<file path="config.mk">
export PLATFORM = sky130hd
export DESIGN_NAME = ssb_spi_slave
export DESIGN_NICKNAME = d
export VERILOG_FILES = /design/src/logic/ssb_pkg.sv /design/src/logic/ssb_sync.sv /design/src/logic/ssb_spi_slave.sv
export VERILOG_INCLUDE_DIRS = /design/src /design/src/logic
export SDC_FILE = /design/constraint.sdc
export NUM_CORES = 1
export LEC_CHECK = 0
export BUFFER_PORTS_ARGS = -buffer_cell sky130_fd_sc_hd__buf_2
export CORE_ASPECT_RATIO = 1.75
export CORE_MARGIN = 2
export CORE_UTILIZATION = 35
export CTS_CLUSTER_DIAMETER = 100
export DETAILED_ROUTE_END_ITERATION = 12
export GPL_TIMING_DRIVEN = 0
export PLACE_DENSITY_LB_ADDON = 0.3
export SKIP_LAST_GASP = 1
export SLEW_MARGIN = 10
export SYNTH_ARGS = -nofsm -noshare
export SYNTH_HDL_FRONTEND = slang
export SYNTH_SLANG_ARGS = --single-unit
</file>
<file path="constraint.sdc">
create_clock -name mclk -period 2.65 [get_ports mclk]
set_clock_uncertainty 0.15 [all_clocks]
set_input_delay 0.1325 -clock mclk [delete_from_list [all_inputs] [get_ports mclk]]
set_output_delay 0.1325 -clock mclk [all_outputs]
set_load 0.02 [all_outputs]
</file>
<file path="src/logic/ssb_map.svh">
// register map, field positions and reset values of the spi slave
// Function
// - select, clock, data-in are always inputs
// - selected slave drives data-out if pin output
// - deselected: no receive, data-out released
// - select high resets engine and bit counter
// - select rise mid-byte discards both bytes
// - normal mode idles while select high
// - shift from first clock; flag on byte
// - normal write during transfer ignored, collision flag
// - buffer enable bit turns on buffered operation
// - wait-receive zero: writes to buffer, dummy first
// - write into full buffer is lost
// - empty flag clears on write, sets on move
// - receive flag one cycle after empty flag
// - transfer flag after receive, all sent
// - wait-receive one: first deselected write to shifter
// - flags behave same in both sub-modes
// - mode field picks phase and polarity
// - clock event output holds idle level
// - no event inputs
// - each source sets its own flag
// - request while enable and flag both set
// - mode encoding: polarity high bit, phase low
// - bit order: msb first when clear
`ifndef SSB_MAP_SVH
`define SSB_MAP_SVH
// register indices, byte address is index times four
`define SSB_IDX_CTRLA   3'h0
`define SSB_IDX_CTL2    3'h1
`define SSB_IDX_IEN     3'h2
`define SSB_IDX_FLAGS   3'h3
`define SSB_IDX_DATA    3'h4
`define SSB_CTRL_RST    8'h00
// control a
`define SSB_LSBF   6
`define SSB_MASTER 5
`define SSB_ENABLE 0
// control b
`define SSB_BUF_ON   7
`define SSB_BUF_WAIT 6
`define SSB_CPOL   1
`define SSB_CPHA   0
// interrupt enables and flags, buffered view
`define SSB_F_RXDN  7
`define SSB_F_TXDN  6
`define SSB_F_EMPTY 5
`define SSB_F_SFALL 4
`define SSB_IE  0
// flags, normal view
`define SSB_IF    7
`define SSB_F_COLL 6
`define SSB_BITS_FULL 4'h8
`define SSB_BITS_LAST 4'h7
`endif

</file>
<file path="src/logic/ssb_pkg.sv">
// types shared by the spi slave design files
package ssb_pkg;
	typedef logic [7:0]  ssb_byte_t;
	typedef logic [31:0] ssb_word_t;
	typedef enum logic [1:0] {
		SSB_IDLE  = 2'b00,
		SSB_SHIFT = 2'b01,
		SSB_DONE  = 2'b11
	} ssb_state_e;
endpackage : ssb_pkg

</file>
<file path="src/logic/ssb_sync.sv">
// three-flop pin synchroniser with agreement filter
`timescale 1ns/1ps
module ssb_sync #(
	parameter int                WIDTH   = 3,
	parameter logic [WIDTH-1:0]  RST_VAL = '0
) (
	// system
	input  wire logic             mclk,
	input  wire logic             reset,
	// pins and filtered levels
	input  wire logic [WIDTH-1:0] din,
	output logic      [WIDTH-1:0] level
);
	logic [WIDTH-1:0] s1_reg;
	logic [WIDTH-1:0] s2_reg;
	logic [WIDTH-1:0] s3_reg;
	logic [WIDTH-1:0] level_reg;

	always_ff @(posedge mclk or posedge reset) begin
		if (reset) begin
			s1_reg <= RST_VAL;
			s2_reg <= RST_VAL;
			s3_reg <= RST_VAL;
		end else begin
			s1_reg <= din;
			s2_reg <= s1_reg;
			s3_reg <= s2_reg;
		end
	end

	// a level only moves once the second and third stages agree
	always_ff @(posedge mclk or posedge reset) begin
		if (reset)
			level_reg <= RST_VAL;
		else
			level_reg <= (s2_reg & s3_reg) | (level_reg & (s2_reg ^ s3_reg));
	end

	assign level = level_reg;
endmodule : ssb_sync

</file>
<file path="src/logic/ssb_spi_slave.sv">
// spi slave with normal and buffered transmit modes, avalon-mm registers
//
// Our own choices: the register addresses and the Avalon-MM interface to the registers.
`timescale 1ns/1ps
`include "ssb_map.svh"
module ssb_spi_slave (
	// system
	input  wire logic              mclk,
	input  wire logic              reset,
	// avalon-mm slave
	input  wire logic [4:0]        avs_address,
	input  wire logic              avs_read,
	input  wire logic              avs_write,
	input  wire ssb_pkg::ssb_word_t avs_writedata,
	output ssb_pkg::ssb_word_t     avs_readdata,
	output logic                   avs_waitrequest,
	// spi pins
	input  wire logic              ss_n_pin,
	input  wire logic              sck_pin,
	input  wire logic              mosi_pin,
	input  wire logic              miso_dir_out,
	output logic                   miso_out,
	output logic                   miso_oe,
	// event and interrupt
	output logic                   sck_event,
	output logic                   irq
);
	import ssb_pkg::*;

	// ==================================================================
	// declarations
	ssb_byte_t  ctrla_reg, ctl2_reg, ien_reg;
	ssb_byte_t  shreg_reg, txbuf_reg, rx_data_reg;
	ssb_word_t  rdata_reg;
	ssb_state_e state_reg;
	logic [3:0] bits_reg;
	logic [2:0] pin_lvl;
	logic       wait_reg, ss_d_reg, sck_d_reg, latch_reg, busy_reg;
	logic       empty_reg, rxdn_reg, txdn_reg, sfall_reg, if_reg, wcol_reg;
	logic       pend_reg, sh_loaded_reg, p1_reg, p2_reg, empty_at_done_reg;
	logic       miso_reg, oe_reg, sck_ev_reg, irq_reg;
	logic       ss_hi, sck_lvl, mosi_lvl, ss_rise, ss_fall, sck_chg;
	logic       cpol, cpha, lsbf, buf_on, buf_wait, active;
	logic       sample_ev, setup_ev, setup_shift, byte_end, done;
	logic       acc, wr_data, wr_flags, buf_wr, move, load_buf;
	ssb_byte_t  clr, flags_view;

	function automatic logic reg_hit(input logic [4:0] a, input logic [2:0] idx);
		reg_hit = (a[4:2] == idx) && (a[1:0] == 2'b00);
	endfunction : reg_hit

	function automatic ssb_byte_t shift_in(input ssb_byte_t s, input logic b,
			input logic lsb_first);
		shift_in = lsb_first ? {b, s[7:1]} : {s[6:0], b};
	endfunction : shift_in

	// ==================================================================
	// pin sampling: select, clock and data-in pins are only ever read here
	ssb_sync #(.WIDTH(3), .RST_VAL(3'h1)) u_sync (
		.mclk  (mclk),
		.reset (reset),
		.din   ({mosi_pin, sck_pin, ss_n_pin}),
		.level (pin_lvl)
	);
	assign ss_hi    = pin_lvl[0];
	assign sck_lvl  = pin_lvl[1];
	assign mosi_lvl = pin_lvl[2];

	always_ff @(posedge mclk or posedge reset) begin
		if (reset) begin
			ss_d_reg  <= 1'b1;
			sck_d_reg <= 1'b0;
		end else begin
			ss_d_reg  <= ss_hi;
			sck_d_reg <= sck_lvl;
		end
	end

	// edges are only trustworthy if each clock phase spans over two cycles
	assign ss_rise = ss_hi & ~ss_d_reg;
	assign ss_fall = ~ss_hi & ss_d_reg;
	assign sck_chg = sck_lvl ^ sck_d_reg;

	assign cpol     = ctl2_reg[`SSB_CPOL];
	assign cpha     = ctl2_reg[`SSB_CPHA];
	assign lsbf     = ctrla_reg[`SSB_LSBF];
	assign buf_on   = ctl2_reg[`SSB_BUF_ON];
	assign buf_wait = ctl2_reg[`SSB_BUF_WAIT];
	assign active = ctrla_reg[`SSB_ENABLE] & ~ctrla_reg[`SSB_MASTER] & ~ss_hi;

	// leading edge leaves the idle level; phase picks which edge samples
	assign sample_ev = active & sck_chg & ((sck_d_reg == cpol) ^ cpha);
	assign setup_ev  = active & sck_chg & ((sck_d_reg != cpol) ^ cpha);
	assign setup_shift = setup_ev & (~cpha | (bits_reg != 4'h0));
	assign byte_end = cpha ? (sample_ev & (bits_reg == `SSB_BITS_LAST))
	                       : (setup_ev & (bits_reg == `SSB_BITS_FULL));
	assign done = (state_reg == SSB_DONE);

	// ==================================================================
	// avalon-mm slave: one wait cycle, then the request is taken
	assign acc      = (avs_read | avs_write) & ~wait_reg;
	assign wr_data  = acc & avs_write & reg_hit(avs_address, `SSB_IDX_DATA);
	assign wr_flags = acc & avs_write & reg_hit(avs_address, `SSB_IDX_FLAGS);
	assign clr      = wr_flags ? avs_writedata[7:0] : 8'h00;

	always_ff @(posedge mclk or posedge reset) begin
		if (reset)
			wait_reg <= 1'b1;
		else if (!wait_reg)
			wait_reg <= 1'b1;
		else if (avs_read || avs_write)
			wait_reg <= 1'b0;
	end

	always_ff @(posedge mclk or posedge reset) begin
		if (reset) begin
			ctrla_reg   <= `SSB_CTRL_RST;
			ctl2_reg    <= `SSB_CTRL_RST;
			ien_reg     <= `SSB_CTRL_RST;
		end else if (acc && avs_write) begin
			if (reg_hit(avs_address, `SSB_IDX_CTRLA))
				ctrla_reg <= avs_writedata[7:0];
			if (reg_hit(avs_address, `SSB_IDX_CTL2))
				ctl2_reg <= avs_writedata[7:0];
			if (reg_hit(avs_address, `SSB_IDX_IEN))
				ien_reg <= avs_writedata[7:0];
		end
	end

	always_comb begin
		flags_view = 8'h00;
		if (buf_on) begin
			flags_view[`SSB_F_RXDN]  = rxdn_reg;
			flags_view[`SSB_F_TXDN]  = txdn_reg;
			flags_view[`SSB_F_EMPTY] = empty_reg;
			flags_view[`SSB_F_SFALL] = sfall_reg;
		end else begin
			flags_view[`SSB_IF]     = if_reg;
			flags_view[`SSB_F_COLL] = wcol_reg;
		end
	end

	// unmapped or misaligned addresses read as zero
	always_ff @(posedge mclk or posedge reset) begin
		if (reset)
			rdata_reg <= 32'h0000_0000;
		else if (wait_reg && avs_read) begin
			rdata_reg <= 32'h0000_0000;
			if (avs_address[1:0] == 2'b00) begin
				case (avs_address[4:2])
					`SSB_IDX_CTRLA:   rdata_reg[7:0] <= ctrla_reg;
					`SSB_IDX_CTL2:    rdata_reg[7:0] <= ctl2_reg;
					`SSB_IDX_IEN:     rdata_reg[7:0] <= ien_reg;
					`SSB_IDX_FLAGS:   rdata_reg[7:0] <= flags_view;
					`SSB_IDX_DATA:    rdata_reg[7:0] <= rx_data_reg;
					default:          rdata_reg[7:0] <= 8'h00;
				endcase
			end
		end
	end

	// ==================================================================
	// slave engine; losing select drops everything in flight
	always_ff @(posedge mclk or posedge reset) begin
		if (reset) begin
			state_reg <= SSB_IDLE;
			bits_reg  <= 4'h0;
		end else if (!active) begin
			state_reg <= SSB_IDLE;
			bits_reg  <= 4'h0;
		end else begin
			case (state_reg)
				SSB_IDLE:  state_reg <= SSB_SHIFT;
				SSB_SHIFT: if (byte_end) state_reg <= SSB_DONE;
				SSB_DONE:  state_reg <= SSB_SHIFT;
				default:   state_reg <= SSB_IDLE;
			endcase
			if (byte_end)
				bits_reg <= 4'h0;
			else if (sample_ev)
				bits_reg <= bits_reg + 4'h1;
		end
	end

	always_ff @(posedge mclk or posedge reset) begin
		if (reset) begin
			latch_reg <= 1'b0;
			busy_reg  <= 1'b0;
		end else begin
			if (sample_ev)
				latch_reg <= mosi_lvl;
			if (!active || byte_end)
				busy_reg <= 1'b0;
			else if (sample_ev || setup_ev)
				busy_reg <= 1'b1;
		end
	end

	// ==================================================================
	// shift register and transmit buffer
	assign buf_wr   = wr_data & buf_on & empty_reg;
	assign move     = done & buf_on & ~empty_reg;
	assign load_buf = move | pend_reg;

	always_ff @(posedge mclk or posedge reset) begin
		if (reset)
			shreg_reg <= 8'h00;
		else if (setup_shift)
			shreg_reg <= shift_in(shreg_reg, latch_reg, lsbf);
		else if (cpha && byte_end)
			shreg_reg <= shift_in(shreg_reg, mosi_lvl, lsbf);
		else if (load_buf)
			shreg_reg <= txbuf_reg;
		else if (wr_data && !buf_on && !busy_reg)
			shreg_reg <= avs_writedata[7:0];
	end

	always_ff @(posedge mclk or posedge reset) begin
		if (reset)
			txbuf_reg <= 8'h00;
		else if (buf_wr)
			txbuf_reg <= avs_writedata[7:0];
	end

	// wait-receive: first deselected write hops on to the shifter next cycle
	always_ff @(posedge mclk or posedge reset) begin
		if (reset) begin
			pend_reg      <= 1'b0;
			sh_loaded_reg <= 1'b0;
		end else begin
			pend_reg <= buf_wr & buf_wait & ss_hi & ~sh_loaded_reg;
			if (pend_reg)
				sh_loaded_reg <= 1'b1;
			else if (done && empty_reg)
				sh_loaded_reg <= 1'b0;
		end
	end

	always_ff @(posedge mclk or posedge reset) begin
		if (reset)
			rx_data_reg <= 8'h00;
		else if (done)
			rx_data_reg <= shreg_reg;
	end

	// ==================================================================
	// flags; a hardware set always beats a software clear
	always_ff @(posedge mclk or posedge reset) begin
		if (reset)
			empty_reg <= 1'b1;
		else if (load_buf)
			empty_reg <= 1'b1;
		else if (buf_wr)
			empty_reg <= 1'b0;
	end

	always_ff @(posedge mclk or posedge reset) begin
		if (reset) begin
			p1_reg            <= 1'b0;
			p2_reg            <= 1'b0;
			empty_at_done_reg <= 1'b0;
		end else begin
			p1_reg            <= done & buf_on;
			p2_reg            <= p1_reg;
			// held until the next byte so the check two cycles on still sees it
			if (done)
				empty_at_done_reg <= empty_reg;
		end
	end

	always_ff @(posedge mclk or posedge reset) begin
		if (reset) begin
			rxdn_reg  <= 1'b0;
			txdn_reg  <= 1'b0;
			sfall_reg <= 1'b0;
		end else begin
			if (p1_reg)
				rxdn_reg <= 1'b1;
			else if (buf_on && clr[`SSB_F_RXDN])
				rxdn_reg <= 1'b0;
			if (p2_reg && empty_at_done_reg && empty_reg)
				txdn_reg <= 1'b1;
			else if (buf_on && clr[`SSB_F_TXDN])
				txdn_reg <= 1'b0;
			if (ss_fall && buf_on && ctrla_reg[`SSB_ENABLE] && !ctrla_reg[`SSB_MASTER])
				sfall_reg <= 1'b1;
			else if (buf_on && clr[`SSB_F_SFALL])
				sfall_reg <= 1'b0;
		end
	end

	always_ff @(posedge mclk or posedge reset) begin
		if (reset) begin
			if_reg   <= 1'b0;
			wcol_reg <= 1'b0;
		end else begin
			if (done && !buf_on)
				if_reg <= 1'b1;
			else if (!buf_on && clr[`SSB_IF])
				if_reg <= 1'b0;
			if (wr_data && !buf_on && busy_reg)
				wcol_reg <= 1'b1;
			else if (!buf_on && clr[`SSB_F_COLL])
				wcol_reg <= 1'b0;
		end
	end

	// ==================================================================
	// pin, event and interrupt outputs; no event inputs exist
	always_ff @(posedge mclk or posedge reset) begin
		if (reset) begin
			miso_reg   <= 1'b0;
			oe_reg     <= 1'b0;
			sck_ev_reg <= 1'b0;
			irq_reg    <= 1'b0;
		end else begin
			miso_reg <= lsbf ? shreg_reg[0] : shreg_reg[7];
			oe_reg   <= active & miso_dir_out;
			// no master clock here, so the event only shows the idle level
			sck_ev_reg <= cpol;
			irq_reg <= buf_on ? |({rxdn_reg, txdn_reg, empty_reg, sfall_reg}
			                     & ien_reg[`SSB_F_RXDN:`SSB_F_SFALL])
			                  : (ien_reg[`SSB_IE] & if_reg);
		end
	end

	assign avs_readdata    = rdata_reg;
	assign avs_waitrequest = wait_reg;
	assign miso_out        = miso_reg;
	assign miso_oe         = oe_reg;
	assign sck_event       = sck_ev_reg;
	assign irq             = irq_reg;
endmodule : ssb_spi_slave

</file>
# Word level (Yosys, flattened, before mapping)
# Index checks and enable logic that the tools add are counted.
[word_totals]
out_inout_bits = 37
in_bits = 45
reg_bits = 94
word_cells = 171
[op_classes]
muxes = 38
reduce_logical = 48
n_addsub = 1
eq_ne = 12
bitwise_logic = 39
[ops]
columns = ["operator", "count"]
rows = [
  ["2-to-1 mux 8 bit", 8],
  ["case mux 8 bit (5 select lines)", 1],
  ["logical AND 1 bit", 23],
  ["bitwise AND 1 bit", 22],
  ["2-to-1 mux 1 bit", 21],
  ["nonzero test 2 bit", 8],
  ["2-to-1 mux 4 bit", 3],
  ["2-to-1 mux 2 bit", 4],
  ["nonzero test 4 bit", 2],
  ["bitwise AND 3 bit", 2],
  ["== test 3 x 2 -> 1 bit, second input constant", 2],
  ["NOT 1 bit", 6],
  ["AND reduction 2 bit", 3],
  ["adder 4 x 1 -> 4 bit, second input constant", 1],
  ["bitwise AND 4 bit", 1],
  ["== test 4 x 3 -> 1 bit, second input constant", 1],
  ["== test 4 bit, second input constant", 1],
  ["zero test 1 bit", 4],
  ["zero test 2 bit", 2],
  ["case mux 2 bit (2 select lines)", 1],
  ["OR reduction 4 bit", 1],
  ["== test 3 x 1 -> 1 bit, second input constant", 1],
  ["== test 3 bit, second input constant", 1],
  ["zero test 3 bit", 1],
  ["other kinds (12)", 18],
]

# Depth between registers and ports, before layout
# Gate-level depths: netlist of run 1.
[logic_depth]
word_depth = 10
depth_mapped = 7
mapped_depth_nobuf = 7

# Cells and area by module
# From an unflattened synthesis of run 1, not the netlist that was laid out.
[hier_totals]
cells_unflattened = 377
area_unflattened_um2 = 4464.3
[modules_own_cells]
columns = ["mod", "n_inst", "seq_area_each_um2", "area_each_um2", "cells_each"]
rows = [
  ["ssb_spi_slave", 1, 2055.7, 4095.2, 358],
  ["ssb_sync", 1, 305.3, 369.1, 19],
]

# Least setup slack after synthesis of run 1
# Ideal clock, no wire load.
[synth_timing]
kind = "register -> register"
startpoint = "register bits_reg[0]"
endpoint = "register shreg_reg[7]"
setup_ns = 0.142
path_buffers = 0
path_stages_with_launch = 8
arrival_ns = 1.674
setup_slack_ns = 0.684
period_less_slack_ns = 1.966
required_ns = 2.358
cell_sequence = "dfrtp_1 inv_1 ha_1 or3b_1 and4_1 a311o_1 mux2i_1 mux2i_1"
[synth_between]
elab_chain_len = 6
word_cells_on_any_way = 12
classes_between = "eq/ne: 2; mux: 3; bitwise: 4; reduce/logical: 3"
[synth_rtl]
columns = ["element", "line_no", "rtl"]
rows = [
  ["from (decl)", "ssb_spi_slave.sv:36", "logic [3:0] bits_reg;"],
  ["from (signal assigned)", "ssb_spi_slave.sv:181", "bits_reg <= bits_reg + 4'h1;"],
  ["== test 4 bit (no line) or == test 4 x 3 -> 1 bit (tied branches)", "n/a", ""],
  ["bitwise AND 1 bit, on equally long branches", "ssb_spi_slave.sv:96, ssb_spi_slave.sv:95", ""],
  ["2-to-1 mux 1 bit", "ssb_spi_slave.sv:95", "assign byte_end = cpha ? (sample_ev & (bits_reg == `SSB_BITS_LAST))"],
  ["logical AND 1 bit", "ssb_spi_slave.sv:210", "else if (cpha && byte_end)"],
  ["2-to-1 mux 8 bit", "ssb_spi_slave.sv:210", ""],
  ["2-to-1 mux 8 bit", "ssb_spi_slave.sv:208", "else if (setup_shift)"],
  ["to (signal assigned)", "ssb_spi_slave.sv:209", "shreg_reg <= shift_in(shreg_reg, latch_reg, lsbf);"],
  ["to (signal assigned)", "ssb_spi_slave.sv:211", "shreg_reg <= shift_in(shreg_reg, mosi_lvl, lsbf);"],
  ["to (signal assigned)", "ssb_spi_slave.sv:213", "shreg_reg <= txbuf_reg;"],
  ["to (decl)", "ssb_spi_slave.sv:33", "ssb_byte_t shreg_reg, txbuf_reg, rx_data_reg;"],
]
# Several ways; a longest one is shown, not always the timed one.
# A chain may end at the register's enable or synchronous reset.

# Worst setup path in the final report of run 1
[layout_timing]
startpoint = "register wait_reg, in the netlist avs_waitrequest"
endpoint = "register ctl2_reg[1]"
[layout_between]
elab_chain_len = 4
[layout_rtl]
columns = ["element", "line_no", "rtl"]
rows = [
  ["from (decl)", "ssb_spi_slave.sv:38", "logic wait_reg, ss_d_reg, sck_d_reg, latch_reg, busy_reg;"],
  ["from (signal assigned)", "ssb_spi_slave.sv:108", "wait_reg <= 1'b1;"],
  ["from (signal assigned)", "ssb_spi_slave.sv:110", "wait_reg <= 1'b1;"],
  ["from (signal assigned)", "ssb_spi_slave.sv:112", "wait_reg <= 1'b0;"],
  ["NOT 1 bit", "ssb_spi_slave.sv:101", "assign acc = (avs_read | avs_write) & ~wait_reg;"],
  ["bitwise AND 1 bit", "ssb_spi_slave.sv:101", ""],
  ["logical AND 1 bit", "ssb_spi_slave.sv:120", "end else if (acc && avs_write) begin"],
  ["AND reduction 2 bit (no line)", "n/a", ""],
  ["to (signal assigned)", "ssb_spi_slave.sv:118", "ctl2_reg <= `SSB_CTRL_RST;"],
  ["to (signal assigned)", "ssb_spi_slave.sv:124", "ctl2_reg <= avs_writedata[7:0];"],
  ["to (decl)", "ssb_spi_slave.sv:32", "ssb_byte_t ctrla_reg, ctl2_reg, ien_reg;"],
]
# No other way between the ends.

==> impl_results.md, run 1 <==
- Top-level I/O count: 82
- Cell Area, Synth: 4437 sq um
- DIE HEIGHT: 152.9 um
- Antenna Nets Post-Route: 0
- Die width: 89.11 um
- Max-cap viol count: 0
- Crit-path max cell delay: 840 ps
- Final period util: 91.24%
- Total number of vias: 2964
- Final #Nets: 490
- EDFF count, synth: 0
- Critical path startpoint: avs_waitrequest
- Leakage power: 2.546 nW
- Switching portion of total power: 29.06%
- Syn. warnings: 0
- DRC Markers: 0
- RSZ-0062 raised after global routing: false
- CP Launch Type: flop
- Cts repair resizes: 0
- Layout filler cell count: 1208
- HPWL Detailed: 7374 um
- Crit. End Element: flop
- Clk pwr share: 34.9%
- Sequential share of power: 49.0%
- Htree depth: 3
- Core area: 12430 sq um
- CP delay by family, top: simple AND/OR/NAND/NOR gates
- Wire length per cell: 15.95 um
- Cell Rows: 54
- Max Transition Viols Final: 0
- Layout Utilization: 42.98%
- Clock tree buffer depth: 2
- Int Pwr: 2.523 mW
- Max Clk Rate: 0.4136 GHz
- Post-synth top area cell: dfrtp_1
- CTS clk-pin slew, worst paths: 70 ps
- Final-report setup violation count: 0
- # diodes: 0
- TritonCTS clock tree: yes
- Worst Path Required: 2720 ps
- Initial antenna violation count: 0
- Slew Limit Headroom: 34.04%
- Hold Path Class: in -> reg
- Top FF cell, synth: dfrtp_1
- CTS Buf Count: 9
- Buf/Inv on CP: 0
- Share of layout cells above drive strength 1: 32.58%
- Slowest CP cell: nor3b_2
- Post-synth top area share: 49.07%
- Vias in the first global route: 3068
- Sw power: 1.033 mW
- Crit path kind: reg -> reg
- Endpoints failing hold: 0
- Post-synthesis cell count: 361
- Hold-fix buffers, CTS: 13
- GP Congestion: 0.8625
- Drt initial violations: 183
- Synth unique cells: 55
- Worst-margin pin slew: 985.0 ps
- VDD IR max: 0.0003279 V
- Total grt overflow: 0
- Port Buffers: 30
- Pwr Density: 665.6 nW/um^2
- Flops & latches, synth: 94
- Comb pwr share: 16.0%
- Outcome: completed
- Root Driver: clkbuf_16
- FF-to-FF Start: avs_waitrequest
- CP max FO: 8
- First-pass GRT wire length: 15780 um
- Sequential fraction of the synthesis area: 53.21%
- Area grow syn2layout: 20.42%
- Avg Synthesized Cell Area: 12.29 sq um
- Hold_sp: avs_writedata[6]
- Register area: 2361 sq um
- Setup TNS: 0 ps
- Total GRT Usage: 15.33%
- Final WL: 9775 um
- Drt pass-1 iters: 4
- Starting Density: 35.69%
- Crit-path cells: nor4b_4 -> nand2_2 -> nor3b_2 -> mux2_2
- Post-layout min period: 2418 ps
- CTS Sinks: 94
- Largest net degree at the start of global routing: 40
- Synth area leaders: dfrtp_1 49%, mux2_2 11%, mux2i_1 6.1%
- Post-CTS setup buffer count: 0
- Clk_lat worst skew: 340 ps
- Share of flip-flops with an asynchronous set or reset: 100.0%
- Via density: 4.835
- Die area: 13630 sq um
- Worst path arrival time: 2490 ps
- Footprint of the multi-input gates: 1884 sq um
## per-layer routing
metal	share of wire, %	GRT usage, %	routed length [um]
met5	0	0	0
met4	4.2	7.818	406
met3	3.4	2.808	334
met2	55	27.44	5395
met1	37	16.47	3639
## cell type report
cell class                 instances  share of cell area, %
clock inverter                     7                  1.124
inverter                           8                 0.6323
timing repair buffer              45                  5.995
multi-input combinational        248                  35.27
sequential                        94                  44.19
buffer                            34                  4.637
tap                              168                  3.934
clock buffer                       9                  4.215
## power by group through the flow
| stage | registers (mW) | clock network [mW] | logic, mW |
|---|---|---|---|
| floorplan | 1.74 | 0 | 0.400 |
| global placement | 1.77 | 0 | 0.532 |
| detailed placement | 1.77 | 0 | 0.556 |
| CTS | 1.74 | 1.29 | 0.574 |
| global route | 1.77 | 1.34 | 0.634 |
| finish | 1.74 | 1.24 | 0.571 |
## cell usage in the layout, fill, tap and decap left out, types with 4 or more instances in the layout
master / n
a21o_1: 5
dfrtp_1: 87
buf_6: 4
ha_1: 5
dfstp_2: 7
o2bb2ai_1: 4
o21ai_0: 19
a22oi_1: 5
inv_1: 7
buf_4: 24
clkbuf_1: 6
buf_2: 30
nand2_1: 26
mux2i_1: 27
dlygate4sd3_1: 13
o221ai_1: 8
or2_2: 8
mux2_2: 42
conb_1: 24
nor2_1: 13
clkbuf_16: 9
a22o_1: 5
inv_6: 4
nand3_1: 5
## worst reg2reg max path: stages, from the launching register on
cell     delay, ps
dfstp_2        390
nor4b_4        330
nand2_2        170
nor3b_2        840
mux2_2         420
## final timing paths
kind	cells after the start	slack, ps	endpoint
setup reg to reg	4	230	ctl2_reg[1]
setup / recovery	4	230	ctl2_reg[1]
hold / removal	3	20	txdn_reg
hold reg to reg	0	200	u_sync.s2_reg[2]
min in group asynchronous	3	260	ctrla_reg[5]
max in group asynchronous	4	1460	avs_waitrequest
## kinds of logic (layout without fill, tap and decap cells)
kind of cell	after synthesis	count (layout)	synth area share (%)
flops	94	94	53.22
simple gates	82	82	10.58
mux	70	70	17.00
compound gates	62	62	10.46
buf+inv	42	103	6.260
fa+ha+maj	5	5	1.410
xor+xnor	5	5	0.9872
other cells	1	24	0.08452
## synthesized netlist by cell type (4+ instances only)
cell type and count:
o221ai_1 8, dfrtp_1 87, dfstp_2 7, nand2_1 26
nor2_1 13, o21ai_0 19, ha_1 5, a22o_1 5
mux2i_1 27, inv_1 8, or2_2 8, clkbuf_1 6
a21o_1 5, o2bb2ai_1 4, a22oi_1 5, buf_6 4
nand3_1 5, buf_4 24, mux2_2 42
## stage by stage
stage | worst slack [ps] | hold slack [ps] | cell area [sq um] | power, mW | cells
floorplan | 684.1 | -13.02 | 4527 | 2.138 | 384
CTS | 183.5 | 6.061 | 5343 | 3.604 | 613
global placement | 211.8 | 88.67 | 4887 | 2.301 | 582
global route | 121.4 | 17.59 | 5343 | 3.740 | 613
detailed placement | 196.6 | 90.04 | 4927 | 2.329 | 584
finish | 232.1 | 16.14 | 5343 | 3.556 | 613
Power figures use the tool's default switching activity.
==> inputs of run 2 (changes only) <==
--- a/config.mk
+++ b/config.mk
@@ -13,9 +13,8 @@
 export CTS_CLUSTER_DIAMETER = 100
 export DETAILED_ROUTE_END_ITERATION = 12
 export GPL_TIMING_DRIVEN = 0
-export PLACE_DENSITY_LB_ADDON = 0.3
 export SKIP_LAST_GASP = 1
-export SLEW_MARGIN = 10
 export SYNTH_ARGS = -nofsm -noshare
 export SYNTH_HDL_FRONTEND = slang
+export SYNTH_HIERARCHICAL = 1
 export SYNTH_SLANG_ARGS = --single-unit
==> impl_results.md, run 2 <==
- Largest net degree at the start of global routing: 72 (+80%)
- Htree depth: 3 (unchanged)
- CP max FO: 5 (-3)
- Post-layout min period: 2388 ps (-30.20 ps)
- Slew Limit Headroom: 53.53% (+19 points)
- Final period util: 90.10% (-1.1 points)
- Wire length per cell: 15.56 um (-2.4%)
- Min Hold Slack: 3.287 ps (-12.85 ps)
- Via density: 4.883 (+0.99%)
- HPWL Detailed: 7361 um (-0.17%)
- Pre-CTS setup slack: 213.4 ps (+16.77 ps)
- Synth unique cells: 52 (-5.5%)
- Cell Rows: 54 (unchanged)
- Core area: 12430 sq um (unchanged)
- Worst Path Required: 2750 ps (+30 ps)
- Antenna Nets Post-Route: 0 (unchanged)
- Syn. warnings: 6 (+6)
- Crit path kind: reg -> reg
- Count leader, synth: dfrtp_1
- Flops & latches, synth: 94 (unchanged)
- Leakage power: 2.531 nW (-0.60%)
- Initial antenna violation count: 0 (unchanged)
- Post-synth top area share: 48.77% (-0.30 points)
- Final #Nets: 509 (+3.9%)
- Vias in the first global route: 3067 (-0.033%)
- Synth top cells by count: 87 x dfrtp_1, 52 x mux2_2, 33 x nand2_1
- CP Launch Type: flop
- Endpoints failing hold: 0 (unchanged)
- Critical path startpoint: ctrla_reg[5]
- Most frequent cells in the layout: 87 x dfrtp_1, 52 x mux2_2, 37 x buf_2, 33 x nand2_1
- Total GRT Usage: 15.35% (+0.020 points)
- Share of flip-flops with an asynchronous set or reset: 100.0% (unchanged)
- Total grt overflow: 0 (unchanged)
- VDD IR max: 0.0003604 V (+9.9%)
- Avg Synthesized Cell Area: 11.84 sq um (-3.6%)
- Commonest non-fill, non-tap cell in the layout: dfrtp_1
- Drt initial violations: 175 (-4.4%)
- Port Buffers: 33 (+10%)
- Area grow syn2layout: 20.18%
- Top FF cell, synth: dfrtp_1
- GP Congestion: 0.8023 (-7.0%)
- # diodes: 0 (unchanged)
- Die width: 89.38 um (+0.30%)
- Post-synthesis cell count: 377 (+4.4%)
- DRC Markers: 0 (unchanged)
- Worst reg2reg path depth: 4 (unchanged)
- Final-report setup violation count: 0 (unchanged)
- Die area: 13710 sq um (+0.60%)
- Crit-path cells: nor3b_1 -> nand2b_1 -> o31ai_1 -> nor4b_2
- Crit-path max cell delay: 640 ps (-200 ps)
- First-pass GRT wire length: 15830 um (+0.30%)
- Worst path arrival time: 2490 ps (about the same)
- Root Driver: clkbuf_16
- Max Clk Rate: 0.4188 GHz (+1.3%)
- Pwr Density: 659.5 nW/um^2 (-0.92%)
- Drt pass-1 iters: 4 (unchanged)
- Final WL: 9832 um (+0.58%)
- Share of layout cells above drive strength 1: 31.90% (-0.69 points)
- Total number of vias: 3086 (+4.1%)
- Crit. End Element: flop
- Max Transition Viols Final: 0 (unchanged)
- Post-synth top area cell: dfrtp_1
- Worst-margin pin slew: 697.0 ps (-288.0 ps)
- Crit path capture: state_reg[1]
- TritonCTS clock tree: yes
- CTS Sinks: 94 (unchanged)
- Cell Area, Synth: 4464 sq um (+0.62%)
- Synth area leaders: dfrtp_1 49%, mux2_2 13%, dfstp_2 4.1%
- R2R setup slack: 260 ps (+30 ps)
- Top-level I/O count: 82 (unchanged)
- Cts repair resizes: 0 (unchanged)
- CTS clk-pin slew, worst paths: 70 ps (about the same)
- Starting Density: 35.91% (+0.22 points)
- Max-cap viol count: 0 (unchanged)
- Clk_lat worst skew: 340 ps (about the same)
- CTS Buf Count: 9 (unchanged)
- RSZ-0062 raised after global routing: false
- Final WS setup: 262.3 ps (+30.20 ps)
- Outcome: completed
- Sequential fraction of the synthesis area: 52.89% (-0.33 points)
- Hold Path Class: in -> reg
- Clock tree buffer depth: 2 (unchanged)
- EDFF count, synth: 0 (unchanged)
- FF-to-FF Start: ctrla_reg[5]
- Critical R2R Capture: state_reg[1]
- DIE HEIGHT: 153.4 um (+0.30%)
- Slowest CP cell: o31ai_1
==> run 2: where the power goes <==
group | total (mW) | internal, mW | switching [mW]
Sequential | 1.75 | 1.61 | 0.144
Combinational | 0.597 | 0.288 | 0.309
Clock | 1.19 | 0.637 | 0.554
==> run 2: metrics by stage <==
stage	cells	setup TNS (ps)	area, sq um	power [mW]	util [%]
6_report	632	0	5365	3.538	43.16
5_1_grt	632	0	5365	3.713	43.16
4_1_cts	632	0	5365	3.574	43.16
3_5_place_dp	602	0	4956	2.361	39.87
3_3_place_gp	601	-59970	4926	2.337	39.62
2_1_floorplan	400	0	4551	2.173	-
==> run 2: repair_timing <==
item                      CTS  global route
setup buffers               0             0
hold buffers               14             0
hold endpoints to repair  115             0
==> run 2: how the worst min path moves through the flow <==
stage | start | to | slack, ps | depth (start not counted)
2_1_floorplan | reset | u_sync/level[1] | -160 | 1
3_3_place_gp | reset | u_sync/s2_reg[1] | 6 | 2
3_5_place_dp | reset | sh_loaded_reg | -80 | 2
4_1_cts | avs_writedata[4] | ien_reg[4] | 7 | 2
5_1_grt | avs_writedata[4] | ien_reg[4] | 20 | 2
6_report | avs_writedata[4] | ien_reg[4] | 3 | 2
==> run 2: final cells by class <==
class                   instances  area [sq um]
plain buffers                  35         226.5
clock buffers                  11         232.7
clock inverters                 5         36.28
fillers                      1231          7067
inverters                      12         47.55
multi-input cells             259          1918
flip-flops and latches         94          2361
well taps                     168         210.2
repair buffers                 48         332.8
==> run 2: critical path: cells and delay by family (launching register included) <==
kind / cells / cell delay (ps)
AND/OR/NAND/NOR: 3 / 1100
AO/OA/AOI/OAI: 1 / 640
flip-flops: 1 / 410
==> run 2: cells by family (layout without fill, tap and decap cells) <==
family,count (synthesis),count (layout),share of synthesized area [%]
other,1,24,0.08400
adder cells (fa/ha/maj),5,5,1.401
multiplexers,65,65,16.03
XOR/XNOR,6,6,1.513
buffers and inverters,47,111,6.082
flip-flops,94,94,52.89
AO/OA/AOI/OAI,72,72,11.55
AND/OR/NAND/NOR,87,87,10.45
==> run 2: layer usage <==
metal | GRT usage [%] | vias up | wire length, um
met2 | 26.21 | 88 | 5280
met4 | 8.102 | 0 | 412
li1 | - | 1461 | -
met5 | 0 | - | 0
met3 | 3.078 | 25 | 376
met1 | 17.44 | 1512 | 3764
==> inputs of run 3 (changes only) <==
--- a/config.mk
+++ b/config.mk
@@ -9,10 +9,11 @@
 export BUFFER_PORTS_ARGS = -buffer_cell sky130_fd_sc_hd__buf_2
 export CORE_ASPECT_RATIO = 1.75
 export CORE_MARGIN = 2
-export CORE_UTILIZATION = 35
+export CORE_UTILIZATION = 56
 export CTS_CLUSTER_DIAMETER = 100
 export DETAILED_ROUTE_END_ITERATION = 12
 export GPL_TIMING_DRIVEN = 0
+export PLACE_DENSITY = 0.8
 export SKIP_LAST_GASP = 1
 export SYNTH_ARGS = -nofsm -noshare
 export SYNTH_HDL_FRONTEND = slang
==> constraint.sdc (replaced) <==
create_clock -name mclk -period 2.3 [get_ports mclk]
set_clock_uncertainty 0.15 [all_clocks]
set_input_delay 0.115 -clock mclk [delete_from_list [all_inputs] [get_ports mclk]]
set_output_delay 0.115 -clock mclk [all_outputs]
set_load 0.02 [all_outputs]
==> impl_results.md, run 3 (synthesis gave the netlist of run 2 again) <==
- Int Pwr: 3.092 mW (+22%)
- First-pass GRT wire length: 15290 um (-3.4%)
- Largest net degree at the start of global routing: 35 (-51%)
- TritonCTS clock tree: yes
- Layout Utilization: 68.17% (+25 points)
- CTS Sinks: 94 (unchanged)
- Final WL: 9538 um (-3.0%)
- Comb pwr share: 16.5% (-0.4 points)
- Slowest CP cell: dfstp_2
- CTS clk-pin slew, worst paths: 60 ps (about the same)
- DIE HEIGHT: 122.1 um (-20%)
- Post-layout min period: 2216 ps (-172.1 ps)
- Drt initial violations: 144 (-18%)
- Sequential share of power: 47.9% (-1.6 points)
- Total number of vias: 3160 (+2.4%)
- Commonest non-fill, non-tap cell in the layout: dfrtp_1
- Vias in the first global route: 3143 (+2.5%)
- VDD IR max: 0.0005050 V (+40%)
- Antenna Nets Post-Route: 0 (unchanged)
- # diodes: 0 (unchanged)
- Drt pass-1 iters: 4 (unchanged)
- Pwr Density: 788.2 nW/um^2 (+20%)
- Worst path arrival time: 2290 ps (-200 ps)
- CTS Buf Count: 9 (unchanged)
- Clk_lat worst skew: 340 ps (about the same)
- Crit-path cells: inv_1 -> a41oi_2 -> inv_1 -> a221o_1 -> a22o_1
- Max Clk Rate: 0.4513 GHz (+7.8%)
- Final #Nets: 512 (+0.59%)
- Most frequent cells in the layout: 87 x dfrtp_1, 52 x mux2_2, 37 x buf_2, 32 x nand2_1
- Core area: 7855 sq um (-37%)
- Min Hold Slack: 22.91 ps (+19.62 ps)
- Top-level I/O count: 82 (unchanged)
- Post-CTS setup buffer count: 0 (unchanged)
- Most used cell, CP: inv_1
- Final-report setup violation count: 0 (unchanged)
- Clk pwr share: 35.5% (+1.9 points)
- Port Buffers: 33 (unchanged)
- Placed inst area: 4872 sq um (-1.7%)
- CP delay by family, top: compound AO/OA/AOI/OAI gates
- Crit-path max cell delay: 590 ps (-50 ps)
- CP max FO: 9 (+4)
- Via density: 5.673 (+16%)
- Htree depth: 3 (unchanged)
- Crit. End Element: flop
- Wire length per cell: 17.12 um (+10%)
- Area grow syn2layout: 19.96%
- Initial antenna violation count: 0 (unchanged)
- Die width: 71.50 um (-20%)
- Hold Path Class: in -> reg
- DRC Markers: 0 (unchanged)
- Worst-margin pin slew: 700.8 ps (+3.773 ps)
- Max-cap viol count: 0 (unchanged)
- Total grt overflow: 0 (unchanged)
- Max Transition Viols Final: 0 (unchanged)
- Sw power: 1.129 mW (+12%)
- Total GRT Usage: 23.21% (+7.9 points)
- Leakage power: 2.573 nW (+1.7%)
- Final period util: 96.33% (+6.2 points)
- Cell Rows: 43 (-20%)
- HPWL Detailed: 6900 um (-6.3%)
- Worst Path Required: 2380 ps (-370 ps)
- Starting Density: 56.83% (+21 points)
- Total Power: 4.221 mW (+19%)
- Share of layout cells above drive strength 1: 32.76% (+0.87 points)
- Buf/Inv on CP: 2 (+2)
- GP Congestion: 0.8779 (+9.4%)
- Die area: 8731 sq um (-36%)
- Clock tree buffer depth: 2 (unchanged)
- Post-layout instance area: 5355 sq um (-0.19%)
- Switching portion of total power: 26.74% (-1.7 points)
- Endpoints failing hold: 0 (unchanged)
- Slew Limit Headroom: 53.28% (-0.25 points)
- Root Driver: clkbuf_16
- Outcome: completed
- Setup TNS: 0 ps (unchanged)
- Crit path kind: reg -> reg
- CP Launch Type: flop
## run 3: changes by cell type in the layout (fill, tap and decap cells not counted), sizes merged
cell,before,now
buf,62,63
bufinv,0,1
clkbuf,18,20
clkinv,2,1
clkinvlp,3,2
dlygate4sd3,14,16
inv,12,11
## run 3: per-layer routing
layer	routed length [um]	global-route usage, %	part of all wire, %	up-vias
li1	-	-	-	1467
met1	3543	24.88	37	1562
met2	5155	41.90	54	101
met3	431	4.218	4.5	30
met4	407	13.09	4.3	0
met5	0	0	0	-
## run 3: what timing repair did
item                                    CTS  global route
hold endpoints to repair                 71             0
endpoints found under the setup margin    6            17
hold buffers                             16             0
gates cloned                              0             0
pin swaps                                 0             0
resized for setup                         1             3
## run 3: worst min-delay path: cells and delay by family
family	cells	cell delay, ps
AND/OR/NAND/NOR	3	250
buffers and inverters	1	110
## run 3: final cells by class
type / instances / area (sq um)
tap: 90 / 112.6
multi-input combinational: 259 / 1938
inverter: 12 / 48.80
sequential: 94 / 2361
timing repair buffer: 51 / 365.4
clock inverter: 3 / 42.54
fill: 572 / 2500
clock buffer: 13 / 260.3
buffer: 35 / 226.5
## run 3: power by group through the flow
| stage | logic (mW) | clock network, mW | registers (mW) |
|---|---|---|---|
| 3_5_place_dp | 0.667 | 0 | 2.04 |
| 4_1_cts | 0.694 | 1.52 | 2.01 |
| 6_report | 0.698 | 1.50 | 2.02 |
| 3_3_place_gp | 0.641 | 0 | 2.03 |
| 2_1_floorplan | 0.500 | 0 | 2.00 |
| 5_1_grt | 0.761 | 1.58 | 2.05 |
## run 3: metrics by stage
step,worst slack [ps],cells
5_1_grt,-0.8302,557
2_1_floorplan,414.3,400
3_5_place_dp,-166.3,525
6_report,84.41,557
4_1_cts,25.50,557
3_3_place_gp,-72.50,523
## run 3: path summary, 6_finish.rpt
check,from,end,slack [ps],depth (start not counted)
max in group asynchronous,reset,avs_waitrequest,1210,4
setup / recovery,empty_reg,shreg_reg[7],80,5
hold reg to reg,u_sync/s1_reg[1],u_sync/s2_reg[1],200,0
hold / removal,avs_address[1],pend_reg,20,4
setup reg to reg,empty_reg,shreg_reg[7],80,5
min in group asynchronous,reset,u_sync/s1_reg[2],190,3
